### src/rtl/pcd_pkg.sv
package pcd_pkg;

  // Register byte offsets on the AXI4-Lite port
  localparam logic [7:0] OFS_PA_RISE   = 8'h00;
  localparam logic [7:0] OFS_PA_FALL   = 8'h04;
  localparam logic [7:0] OFS_PA_FLAGS  = 8'h08;
  localparam logic [7:0] OFS_PB_RISE   = 8'h0C;
  localparam logic [7:0] OFS_PB_FALL   = 8'h10;
  localparam logic [7:0] OFS_PB_FLAGS  = 8'h14;
  localparam logic [7:0] OFS_INT_CTRL  = 8'h18;
  localparam logic [7:0] OFS_EVT_STAT  = 8'h1C;
  localparam logic [7:0] OFS_EVT_CLR   = 8'h20;
  localparam logic [7:0] OFS_EVT_EN    = 8'h24;

  // Pin counts and field positions
  localparam int PA_W        = 6;
  localparam int PB_W        = 4;
  localparam int PB_LSB      = 4;
  localparam int CTRL_MEN    = 3;
  localparam int CTRL_SUM    = 0;
  localparam int EVT_W       = 2;
  localparam int EVT_PA      = 0;
  localparam int EVT_PB      = 1;

  // Reset values
  localparam logic [7:0] RST_ENABLE   = 8'h00;
  localparam logic [7:0] RST_FLAGS    = 8'h00;

  // AXI response codes
  localparam logic [1:0] RESP_OKAY   = 2'h0;
  localparam logic [1:0] RESP_SLVERR = 2'h2;

  // A write captured from the address and data channels
  typedef struct packed {
    logic [7:0]  addr;
    logic [31:0] data;
    logic [3:0]  strb;
  } pcd_wreq_s;

  // Edge enables of one port
  typedef struct packed {
    logic [7:0] rise;
    logic [7:0] fall;
  } pcd_edge_cfg_s;

endpackage

### src/rtl/pcd_edge.sv
`timescale 1ns/100ps
// Per-pin synchroniser and edge detector
module pcd_edge #(
  parameter int W = 6
) (
  // Clock and reset
  input  wire logic         aclk,
  input  wire logic         aresetn,
  // Pins and enables
  input  wire logic [W-1:0] pin,
  input  wire logic [W-1:0] rise_en,
  input  wire logic [W-1:0] fall_en,
  // Enabled edge seen this cycle
  output logic      [W-1:0] detect
);

  logic [W-1:0] meta_ff;
  logic [W-1:0] sync_ff;
  logic [W-1:0] prev_ff;

  genvar i;
  generate
    for (i = 0; i < W; i++) begin : g_pin
      // Two-stage synchroniser, then one more stage to compare against
      always_ff @(posedge aclk) begin
        if (!aresetn) begin
          meta_ff[i] <= 1'b0;
          sync_ff[i] <= 1'b0;
          prev_ff[i] <= 1'b0;
        end else begin
          meta_ff[i] <= pin[i]; // RL17
          sync_ff[i] <= meta_ff[i];
          prev_ff[i] <= sync_ff[i];
        end
      end
      // Each edge is seen for exactly one cycle, so it sets a flag once
      assign detect[i] = (rise_en[i] & sync_ff[i] & ~prev_ff[i])   // RL3
                       | (fall_en[i] & ~sync_ff[i] & prev_ff[i]);  // RL4
    end
  endgenerate

endmodule

### src/rtl/pcd_top.sv
// Notes on behaviour
// RL1: Port A pins, and port B pins on the larger variant, may each or in any mix be change sources.
// RL2: With the master enable clear, detection and flags still work but no request reaches the core.
// RL3: Each pin has a rising-edge detector armed only by its rise enable bit.
// RL4: Each pin has a falling-edge detector armed only by its fall enable bit.
// RL5: With both enables set a pin detects edges in both directions.
// RL6: An enabled edge sets the pin flag and, with the master enable set, raises the interrupt.
// RL7: The summary flag in the control register is the OR of all pin flags of both ports.
// RL8: Writing zero to a flag clears it; flags are set by hardware and also writable.
// RL9: An edge arriving during a clearing write leaves its flag set whatever was written.
// RL10: Software should clear flags only by masking out the ones it knows have changed.
// RL11: In sleep an enabled change with the master enable set wakes the device.
// RL12: A flag for an edge seen in sleep is updated before the first instruction after wake.
// RL13: The port A rise enable holds six bits 5..0 reset to zero; bits 7..6 read zero.
// RL14: The port A fall enable holds six bits 5..0 reset to zero; a zero bit disables that direction.
// RL15: A port A flag is set by an enabled rising or an enabled falling edge on its pin.
// RL16: A flag reading zero means no enabled change or a change already cleared by software.
// RL17: Pins are synchronised and edges found by comparing the current and previous samples.
`timescale 1ns/100ps
module pcd_top #(
  parameter bit HAS_PORTB = 1'b1
) (
  // Clock and reset
  input  wire logic        aclk,
  input  wire logic        aresetn,
  // AXI4-Lite write address
  input  wire logic [7:0]  s_axi_awaddr,
  input  wire logic        s_axi_awvalid,
  output logic             s_axi_awready,
  // AXI4-Lite write data
  input  wire logic [31:0] s_axi_wdata,
  input  wire logic [3:0]  s_axi_wstrb,
  input  wire logic        s_axi_wvalid,
  output logic             s_axi_wready,
  // AXI4-Lite write response
  output logic [1:0]       s_axi_bresp,
  output logic             s_axi_bvalid,
  input  wire logic        s_axi_bready,
  // AXI4-Lite read address
  input  wire logic [7:0]  s_axi_araddr,
  input  wire logic        s_axi_arvalid,
  output logic             s_axi_arready,
  // AXI4-Lite read data
  output logic [31:0]      s_axi_rdata,
  output logic [1:0]       s_axi_rresp,
  output logic             s_axi_rvalid,
  input  wire logic        s_axi_rready,
  // Monitored pins
  input  wire logic [5:0]  porta_pin,
  input  wire logic [3:0]  portb_pin,
  // Core side
  input  wire logic        sleep,
  output logic             pin_change_interrupt,
  output logic             wake,
  output logic             irq
);

  // Local copies keep the slices below short
  localparam int PA_W   = pcd_pkg::PA_W;
  localparam int PB_W   = pcd_pkg::PB_W;
  localparam int PB_LSB = pcd_pkg::PB_LSB;

  // Register state
  pcd_pkg::pcd_edge_cfg_s             pa_cfg_ff;
  pcd_pkg::pcd_edge_cfg_s             pb_cfg_ff;
  logic [PA_W-1:0]                    pa_flags_ff;
  logic [PB_W-1:0]                    pb_flags_ff;
  logic                               master_en_ff;
  logic [pcd_pkg::EVT_W-1:0]          evt_stat_ff;
  logic [pcd_pkg::EVT_W-1:0]          evt_en_ff;
  logic [PA_W-1:0]                    nxt_pa_flags;
  logic [PB_W-1:0]                    nxt_pb_flags;
  logic [pcd_pkg::EVT_W-1:0]          nxt_evt_stat;

  // Bus state
  pcd_pkg::pcd_wreq_s                 wreq_ff;
  logic                               aw_held_ff;
  logic                               w_held_ff;
  logic                               awready_ff;
  logic                               wready_ff;
  logic                               bvalid_ff;
  logic [1:0]                         bresp_ff;
  logic                               arready_ff;
  logic                               rvalid_ff;
  logic [1:0]                         rresp_ff;
  logic [31:0]                        rdata_ff;
  logic                               irq_core_ff;
  logic                               wake_ff;
  logic                               irq_ff;

  // Detector outputs
  logic [PA_W-1:0]                    pa_detect;
  logic [PB_W-1:0]                    pb_detect;
  logic [PB_W-1:0]                    pb_detect_raw;
  logic                               summary;
  logic                               wr_fire;
  logic                               wr_lane0;
  logic                               wr_ok;
  logic [31:0]                        rd_data;
  logic                               rd_ok;

  // Port A detectors, one per pin
  pcd_edge #(
    .W       (PA_W)
  ) u_pa_edge (
    .aclk    (aclk),
    .aresetn (aresetn),
    .pin     (porta_pin),
    .rise_en (pa_cfg_ff.rise[PA_W-1:0]),
    .fall_en (pa_cfg_ff.fall[PA_W-1:0]),
    .detect  (pa_detect)
  );

  // Port B detectors, upper four bits of the port
  pcd_edge #(
    .W       (PB_W)
  ) u_pb_edge (
    .aclk    (aclk),
    .aresetn (aresetn),
    .pin     (portb_pin),
    .rise_en (pb_cfg_ff.rise[PB_LSB+PB_W-1:PB_LSB]),
    .fall_en (pb_cfg_ff.fall[PB_LSB+PB_W-1:PB_LSB]),
    .detect  (pb_detect_raw)
  );

  // The small variant has no port B sources at all
  assign pb_detect = HAS_PORTB ? pb_detect_raw : '0; // RL1

  // A write happens once both channels are held and no response is pending
  assign wr_fire  = aw_held_ff & w_held_ff & ~bvalid_ff;
  assign wr_lane0 = wr_fire & wreq_ff.strb[0];
  assign summary  = (|pa_flags_ff) | (|pb_flags_ff); // RL7

  // Write decode: known offsets answer OKAY, port B ones only when present
  always_comb begin
    case (wreq_ff.addr)
      pcd_pkg::OFS_PA_RISE,
      pcd_pkg::OFS_PA_FALL,
      pcd_pkg::OFS_PA_FLAGS,
      pcd_pkg::OFS_INT_CTRL,
      pcd_pkg::OFS_EVT_STAT,
      pcd_pkg::OFS_EVT_CLR,
      pcd_pkg::OFS_EVT_EN:   wr_ok = 1'b1;
      pcd_pkg::OFS_PB_RISE,
      pcd_pkg::OFS_PB_FALL,
      pcd_pkg::OFS_PB_FLAGS: wr_ok = HAS_PORTB;
      default:               wr_ok = 1'b0;
    endcase
  end

  // Edge enable and control registers
  always_ff @(posedge aclk) begin
    if (!aresetn) begin
      pa_cfg_ff    <= '{rise: pcd_pkg::RST_ENABLE, fall: pcd_pkg::RST_ENABLE}; // RL13 RL14
      pb_cfg_ff    <= '{rise: pcd_pkg::RST_ENABLE, fall: pcd_pkg::RST_ENABLE};
      master_en_ff <= 1'b0;
      evt_en_ff    <= '0;
    end else if (wr_lane0 && wr_ok) begin
      case (wreq_ff.addr)
        pcd_pkg::OFS_PA_RISE:  pa_cfg_ff.rise <= {2'h0, wreq_ff.data[PA_W-1:0]}; // RL13
        pcd_pkg::OFS_PA_FALL:  pa_cfg_ff.fall <= {2'h0, wreq_ff.data[PA_W-1:0]}; // RL14
        pcd_pkg::OFS_PB_RISE:  pb_cfg_ff.rise <= {wreq_ff.data[7:PB_LSB], 4'h0};
        pcd_pkg::OFS_PB_FALL:  pb_cfg_ff.fall <= {wreq_ff.data[7:PB_LSB], 4'h0};
        pcd_pkg::OFS_INT_CTRL: master_en_ff   <= wreq_ff.data[pcd_pkg::CTRL_MEN];
        pcd_pkg::OFS_EVT_EN:   evt_en_ff      <= wreq_ff.data[pcd_pkg::EVT_W-1:0];
        default: ;
      endcase
    end
  end

  // Flags: a software write stores its value, an edge in the same cycle still sets
  always_comb begin
    nxt_pa_flags = pa_flags_ff;
    nxt_pb_flags = pb_flags_ff;
    if (wr_lane0 && wreq_ff.addr == pcd_pkg::OFS_PA_FLAGS) begin
      nxt_pa_flags = wreq_ff.data[PA_W-1:0]; // RL8
    end
    if (wr_lane0 && wr_ok && wreq_ff.addr == pcd_pkg::OFS_PB_FLAGS) begin
      nxt_pb_flags = wreq_ff.data[PB_LSB+PB_W-1:PB_LSB]; // RL8
    end
    // Edges are merged last, so a clearing write can never hide a new edge
    nxt_pa_flags = nxt_pa_flags | pa_detect; // RL9 RL15 RL5 RL6
    nxt_pb_flags = nxt_pb_flags | pb_detect; // RL9 RL5 RL6
  end

  // Flags keep running in sleep, so they are ready before the core wakes
  always_ff @(posedge aclk) begin
    if (!aresetn) begin
      pa_flags_ff <= pcd_pkg::RST_FLAGS[PA_W-1:0];
      pb_flags_ff <= pcd_pkg::RST_FLAGS[PB_W-1:0];
    end else begin
      pa_flags_ff <= nxt_pa_flags; // RL12 RL16
      pb_flags_ff <= nxt_pb_flags;
    end
  end

  // Sticky event status with write-one-to-clear; a new event beats the clear
  always_comb begin
    nxt_evt_stat = evt_stat_ff;
    if (wr_lane0 && wreq_ff.addr == pcd_pkg::OFS_EVT_CLR) begin
      nxt_evt_stat = evt_stat_ff & ~wreq_ff.data[pcd_pkg::EVT_W-1:0];
    end
    nxt_evt_stat[pcd_pkg::EVT_PA] = nxt_evt_stat[pcd_pkg::EVT_PA] | (|pa_detect);
    nxt_evt_stat[pcd_pkg::EVT_PB] = nxt_evt_stat[pcd_pkg::EVT_PB] | (|pb_detect);
  end

  // Event status register
  always_ff @(posedge aclk) begin
    if (!aresetn) begin
      evt_stat_ff <= '0;
    end else begin
      evt_stat_ff <= nxt_evt_stat;
    end
  end

  // Core request, wake and system interrupt, all registered
  // A flop on each costs one cycle of latency but gives the core clean levels
  always_ff @(posedge aclk) begin
    if (!aresetn) begin
      irq_core_ff <= 1'b0;
      wake_ff     <= 1'b0;
      irq_ff      <= 1'b0;
    end else begin
      irq_core_ff <= master_en_ff & summary;         // RL2 RL6
      wake_ff     <= sleep & master_en_ff & summary; // RL11
      irq_ff      <= |(evt_stat_ff & evt_en_ff);
    end
  end

  // Write channels: each is taken on its own, in either order
  always_ff @(posedge aclk) begin
    if (!aresetn) begin
      aw_held_ff <= 1'b0;
      w_held_ff  <= 1'b0;
      awready_ff <= 1'b0;
      wready_ff  <= 1'b0;
      wreq_ff    <= '0;
    end else begin
      if (s_axi_awvalid && awready_ff) begin
        wreq_ff.addr <= s_axi_awaddr;
        aw_held_ff   <= 1'b1;
        awready_ff   <= 1'b0;
      end else if (!aw_held_ff && !bvalid_ff) begin
        awready_ff <= 1'b1;
      end
      if (s_axi_wvalid && wready_ff) begin
        wreq_ff.data <= s_axi_wdata;
        wreq_ff.strb <= s_axi_wstrb;
        w_held_ff    <= 1'b1;
        wready_ff    <= 1'b0;
      end else if (!w_held_ff && !bvalid_ff) begin
        wready_ff <= 1'b1;
      end
      // Held halves are consumed by the write; ready stays low until the answer is taken
      if (wr_fire) begin
        aw_held_ff <= 1'b0;
        w_held_ff  <= 1'b0;
      end
    end
  end

  // Write response rises at the same edge that updates the register
  always_ff @(posedge aclk) begin
    if (!aresetn) begin
      bvalid_ff <= 1'b0;
      bresp_ff  <= pcd_pkg::RESP_OKAY;
    end else if (wr_fire) begin
      bvalid_ff <= 1'b1;
      bresp_ff  <= wr_ok ? pcd_pkg::RESP_OKAY : pcd_pkg::RESP_SLVERR;
    end else if (s_axi_bready && bvalid_ff) begin
      bvalid_ff <= 1'b0;
    end
  end

  // Read decode; unimplemented bits read as zero
  always_comb begin
    rd_data = '0;
    rd_ok   = 1'b1;
    case (s_axi_araddr)
      pcd_pkg::OFS_PA_RISE:  rd_data[7:0] = pa_cfg_ff.rise; // RL13
      pcd_pkg::OFS_PA_FALL:  rd_data[7:0] = pa_cfg_ff.fall;
      pcd_pkg::OFS_PA_FLAGS: rd_data[PA_W-1:0] = pa_flags_ff;
      pcd_pkg::OFS_PB_RISE:  begin
        rd_data[7:0] = pb_cfg_ff.rise;
        rd_ok        = HAS_PORTB;
      end
      pcd_pkg::OFS_PB_FALL:  begin
        rd_data[7:0] = pb_cfg_ff.fall;
        rd_ok        = HAS_PORTB;
      end
      pcd_pkg::OFS_PB_FLAGS: begin
        rd_data[PB_LSB+PB_W-1:PB_LSB] = pb_flags_ff;
        rd_ok                         = HAS_PORTB;
      end
      pcd_pkg::OFS_INT_CTRL: begin
        rd_data[pcd_pkg::CTRL_MEN] = master_en_ff;
        rd_data[pcd_pkg::CTRL_SUM] = summary; // RL7
      end
      pcd_pkg::OFS_EVT_STAT: rd_data[pcd_pkg::EVT_W-1:0] = evt_stat_ff;
      pcd_pkg::OFS_EVT_CLR:  rd_data = '0; // Write-only, reads zero
      pcd_pkg::OFS_EVT_EN:   rd_data[pcd_pkg::EVT_W-1:0] = evt_en_ff;
      default:               rd_ok = 1'b0;
    endcase
    // Absent registers answer an error and never leak state
    if (!rd_ok) begin
      rd_data = '0;
    end
  end

  // Read channel: data is latched at the address edge and offered next cycle
  always_ff @(posedge aclk) begin
    if (!aresetn) begin
      arready_ff <= 1'b0;
      rvalid_ff  <= 1'b0;
      rdata_ff   <= '0;
      rresp_ff   <= pcd_pkg::RESP_OKAY;
    end else if (s_axi_arvalid && arready_ff) begin
      arready_ff <= 1'b0;
      rvalid_ff  <= 1'b1;
      rdata_ff   <= rd_data;
      rresp_ff   <= rd_ok ? pcd_pkg::RESP_OKAY : pcd_pkg::RESP_SLVERR;
    end else if (rvalid_ff && s_axi_rready) begin
      rvalid_ff  <= 1'b0;
      arready_ff <= 1'b1;
    end else if (!rvalid_ff) begin
      arready_ff <= 1'b1;
    end
  end

  // Outputs straight from flip-flops
  assign s_axi_awready        = awready_ff;
  assign s_axi_wready         = wready_ff;
  assign s_axi_bvalid         = bvalid_ff;
  assign s_axi_bresp          = bresp_ff;
  assign s_axi_arready        = arready_ff;
  assign s_axi_rvalid         = rvalid_ff;
  assign s_axi_rdata          = rdata_ff;
  assign s_axi_rresp          = rresp_ff;
  assign pin_change_interrupt = irq_core_ff;
  assign wake                 = wake_ff;
  assign irq                  = irq_ff;

endmodule

### config.mk
export PLATFORM = sky130hd
export DESIGN_NAME = pcd_top
export DESIGN_NICKNAME = d
export VERILOG_FILES = /design/src/rtl/pcd_pkg.sv /design/src/rtl/pcd_edge.sv /design/src/rtl/pcd_top.sv
export SDC_FILE = /design/constraint.sdc
export NUM_CORES = 1
export LEC_CHECK = 0
export BUFFER_PORTS_ARGS = -buffer_cell sky130_fd_sc_hd__buf_2
export CAP_MARGIN = 5
export CORE_ASPECT_RATIO = 2
export CORE_MARGIN = 4
export CORE_UTILIZATION = 56
export DETAILED_ROUTE_END_ITERATION = 6
export PLACE_DENSITY = 0.89
export SYNTH_ARGS = -nofsm -noshare
export SYNTH_HDL_FRONTEND = slang
export SYNTH_HIERARCHICAL = 1
export SYNTH_SLANG_ARGS = --single-unit
### constraint.sdc
create_clock -name aclk -period 4.13 [get_ports aclk]
set_input_delay 0.826 -clock aclk [delete_from_list [all_inputs] [get_ports aclk]]
set_output_delay 0.826 -clock aclk [all_outputs]
set_load 0.005 [all_outputs]
==> metrics.cfg <==
[synth]
synth-seq-area-share_pct = 47.48
synth_flop_cell = dfxtp_1
synth_area_um2 = 4300
yosysUniqueCellTypes = 50
syn-mean-instance-area_um2 = 8.885
synth_edf_count = 0
syn_inst = 484
yosysWarnings = 6
ys_seq_elements = 102
async_reset_ff_share_pct = 0

[setup_path]
cp_max_fo = 6
slowest_delay_ns = 0.62
worst_path_max_delay_cell = or4_1
worst-setup-path-type = in -> reg
crit_arrival_ns = 2.42
startpoint_type = input pin
crit_buf_inv = 1
cp_cell_sequence = buf_2, or4_1, or2_1, or2_2, o31ai_1
cp_data_required_time_ns = 4.39
endpoint_kind = flip-flop
crit_family = simple AND/OR/NAND/NOR gates

[sta]
holdWs_ns = 0.4426
tns_ns = 0
rsz0062_at_grt = no
setup_viol = 0
tightest_slew_ns = 0.7594
worst_clock_skew_ns = 0.004626
period_share_pct = 52.40
fin_ws_ns = 1.966
finalHoldViolCount = 0
drv_slew = 0
period_needed_ns = 2.164
max_freq_mhz = 462.1
slew_headroom_pct = 48.91

[placed_design]
place_ws_ns = 1.628
gp_congestion = 0.8496
place_area_um2 = 4539
hpwl_um = 7053
place.port_buffers = 60

[grt]
grt_pass1_vias = 3438
grt_usage_pct = 21.22
grt_pass1_wl_um = 15610
grt_overflow = 0
antenna_found_initial = 0
grt_max_degree = 60

[floorplanning]
die_area_um2 = 9230
coreArea_um2 = 7545
initial_core_util_pct = 57.00
std_cell_rows = 45
dieHeight_um = 131.9
io_pins = 114
chipWidth_um = 69.97

[cells_and_area]
antennaDiodeCount = 0
area_growth_syn_to_layout_pct = 12.60
nNetsFinal = 606
fillers = 641
regArea_um2 = 2042
multi_input_area_um2 = 2053
drive_gt1_share_pct = 20.33
fin_area_um2 = 4842

[clock_tree]
postCtsSetupBuffers = 0
cts_root_buf = clkbuf_16
cts.sinks = 102
clkTransAtPathRegs_ns = 0.06
cts_tree = yes
htree_levels = 3
clock_latency_ns = 0.34
cts_resized = 0
clockBufferDepth = 2
hold_buffers = 0
numCtsBuffers = 9

[route]
drtIter0Drc = 289
vias = 3517
ant_nets = 0
drt-total-wl_um = 9612
wire_per_inst_um = 15.14
via_per_inst = 5.539
drc_errors = 0
first_pass_iters = 4

[power]
p_leak_nw = 2.016
ir_drop_v = 0.0002923
finalPower_mw = 2.004
powerDensity_nw_per_um2 = 413.9

[run]
maxCapViolations = 0

[outcome]
status = completed

[hold_path]
hold_class = reg -> reg

cells in the final DEF (no fill, tap or decap), types with 16 or more instances in the layout:
master / n
and2_2: 22
nor2_1: 30
conb_1: 26
buf_2: 60
mux2i_1: 29
dfxtp_1: 102
a21oi_1: 29
nand2_1: 92
nor3_1: 16
cell families (layout without fill, tap and decap cells):
logic type	Yosys count	count (layout)	share of synthesized area [%]
AOI/OAI and AO/OA	80	80	11.67
muxes	34	34	8.059
and+or+nand+nor	218	218	25.75
buffers and inverters	49	81	6.954
other	1	26	0.08720
DFF	102	102	47.48
Yosys cell counts (3+ instances only):
cell type / instances / area [um2]
a211oi_1: 10 / 75.07
a21oi_1: 29 / 145.1
a22oi_1: 5 / 37.54
a2bb2oi_1: 3 / 26.28
and2_1: 10 / 62.56
and2_2: 22 / 165.2
and3_1: 3 / 18.77
buf_4: 26 / 195.2
clkbuf_1: 16 / 60.06
dfxtp_1: 102 / 2042
mux2_2: 5 / 56.30
mux2i_1: 29 / 290.3
nand2_1: 92 / 345.3
nand2b_1: 4 / 25.02
nand3_1: 9 / 45.04
nand3b_1: 3 / 22.52
nand4_1: 3 / 18.77
nor2_1: 30 / 112.6
nor2b_1: 3 / 18.77
nor3_1: 16 / 80.08
nor4_1: 5 / 31.28
o21ai_0: 10 / 50.05
o22ai_1: 10 / 62.56
or4_1: 4 / 30.03
state kept, by name (all words and copies together) (netlist names), 4 cells and up:
name / flops
pb_flags_ff: 4
u_pb_edge/prev_ff: 4
u_pb_edge/sync_ff: 4
u_pa_edge/sync_ff: 6
pb_cfg_ff: 8
s_axi_rdata: 8
pa_cfg_ff: 12
pa_flags_ff: 6
u_pa_edge/prev_ff: 6
wreq_ff: 17
u_pa_edge/meta_ff: 6
u_pb_edge/meta_ff: 4
path summary, 6_finish.rpt:
check | from | end | slack, ns | depth (start not counted)
worst max-delay path | s_axi_araddr[1] | s_axi_rdata[3] | 1.97 | 5
worst min-delay path | u_pa_edge/meta_ff[0] | u_pa_edge/sync_ff[0] | 0.44 | 1
worst max register to register | wreq_ff[36] | pa_flags_ff[1] | 2.03 | 4
worst min register to register | u_pa_edge/meta_ff[0] | u_pa_edge/sync_ff[0] | 0.44 | 1
report_power, final:
group          internal [mW]  switching (mW)
registers               1.01          0.0235
logic                 0.0490          0.0713
clock network          0.502           0.348
total                   1.56           0.443
layout make-up:
| class | count | share of cell area [%] |
|---|---|---|
| multi-input cells | 358 | 42.40 |
| flip-flops and latches | 102 | 42.17 |
| repair buffers | 62 | 6.512 |
| clock buffers | 13 | 5.375 |
| well taps | 94 | 2.429 |
| clock inverters | 3 | 0.8786 |
| inverters | 3 | 0.2326 |
metal layers:
layer	global-route usage [%]	routed length (um)	up-vias
li1	-	-	1736
met1	20.19	3341	1612
met2	38.62	5124	130
met3	4.809	573	39
met4	15.25	572	0
met5	0	0	-
per-stage QoR:
stage	utilization (%)	std cells
floorplan	-	509
global route	64.18	635
detailed placement	60.17	619
finish	64.18	635
global placement	60.17	619
CTS	64.18	635
(Power assumes the default switching activity.)
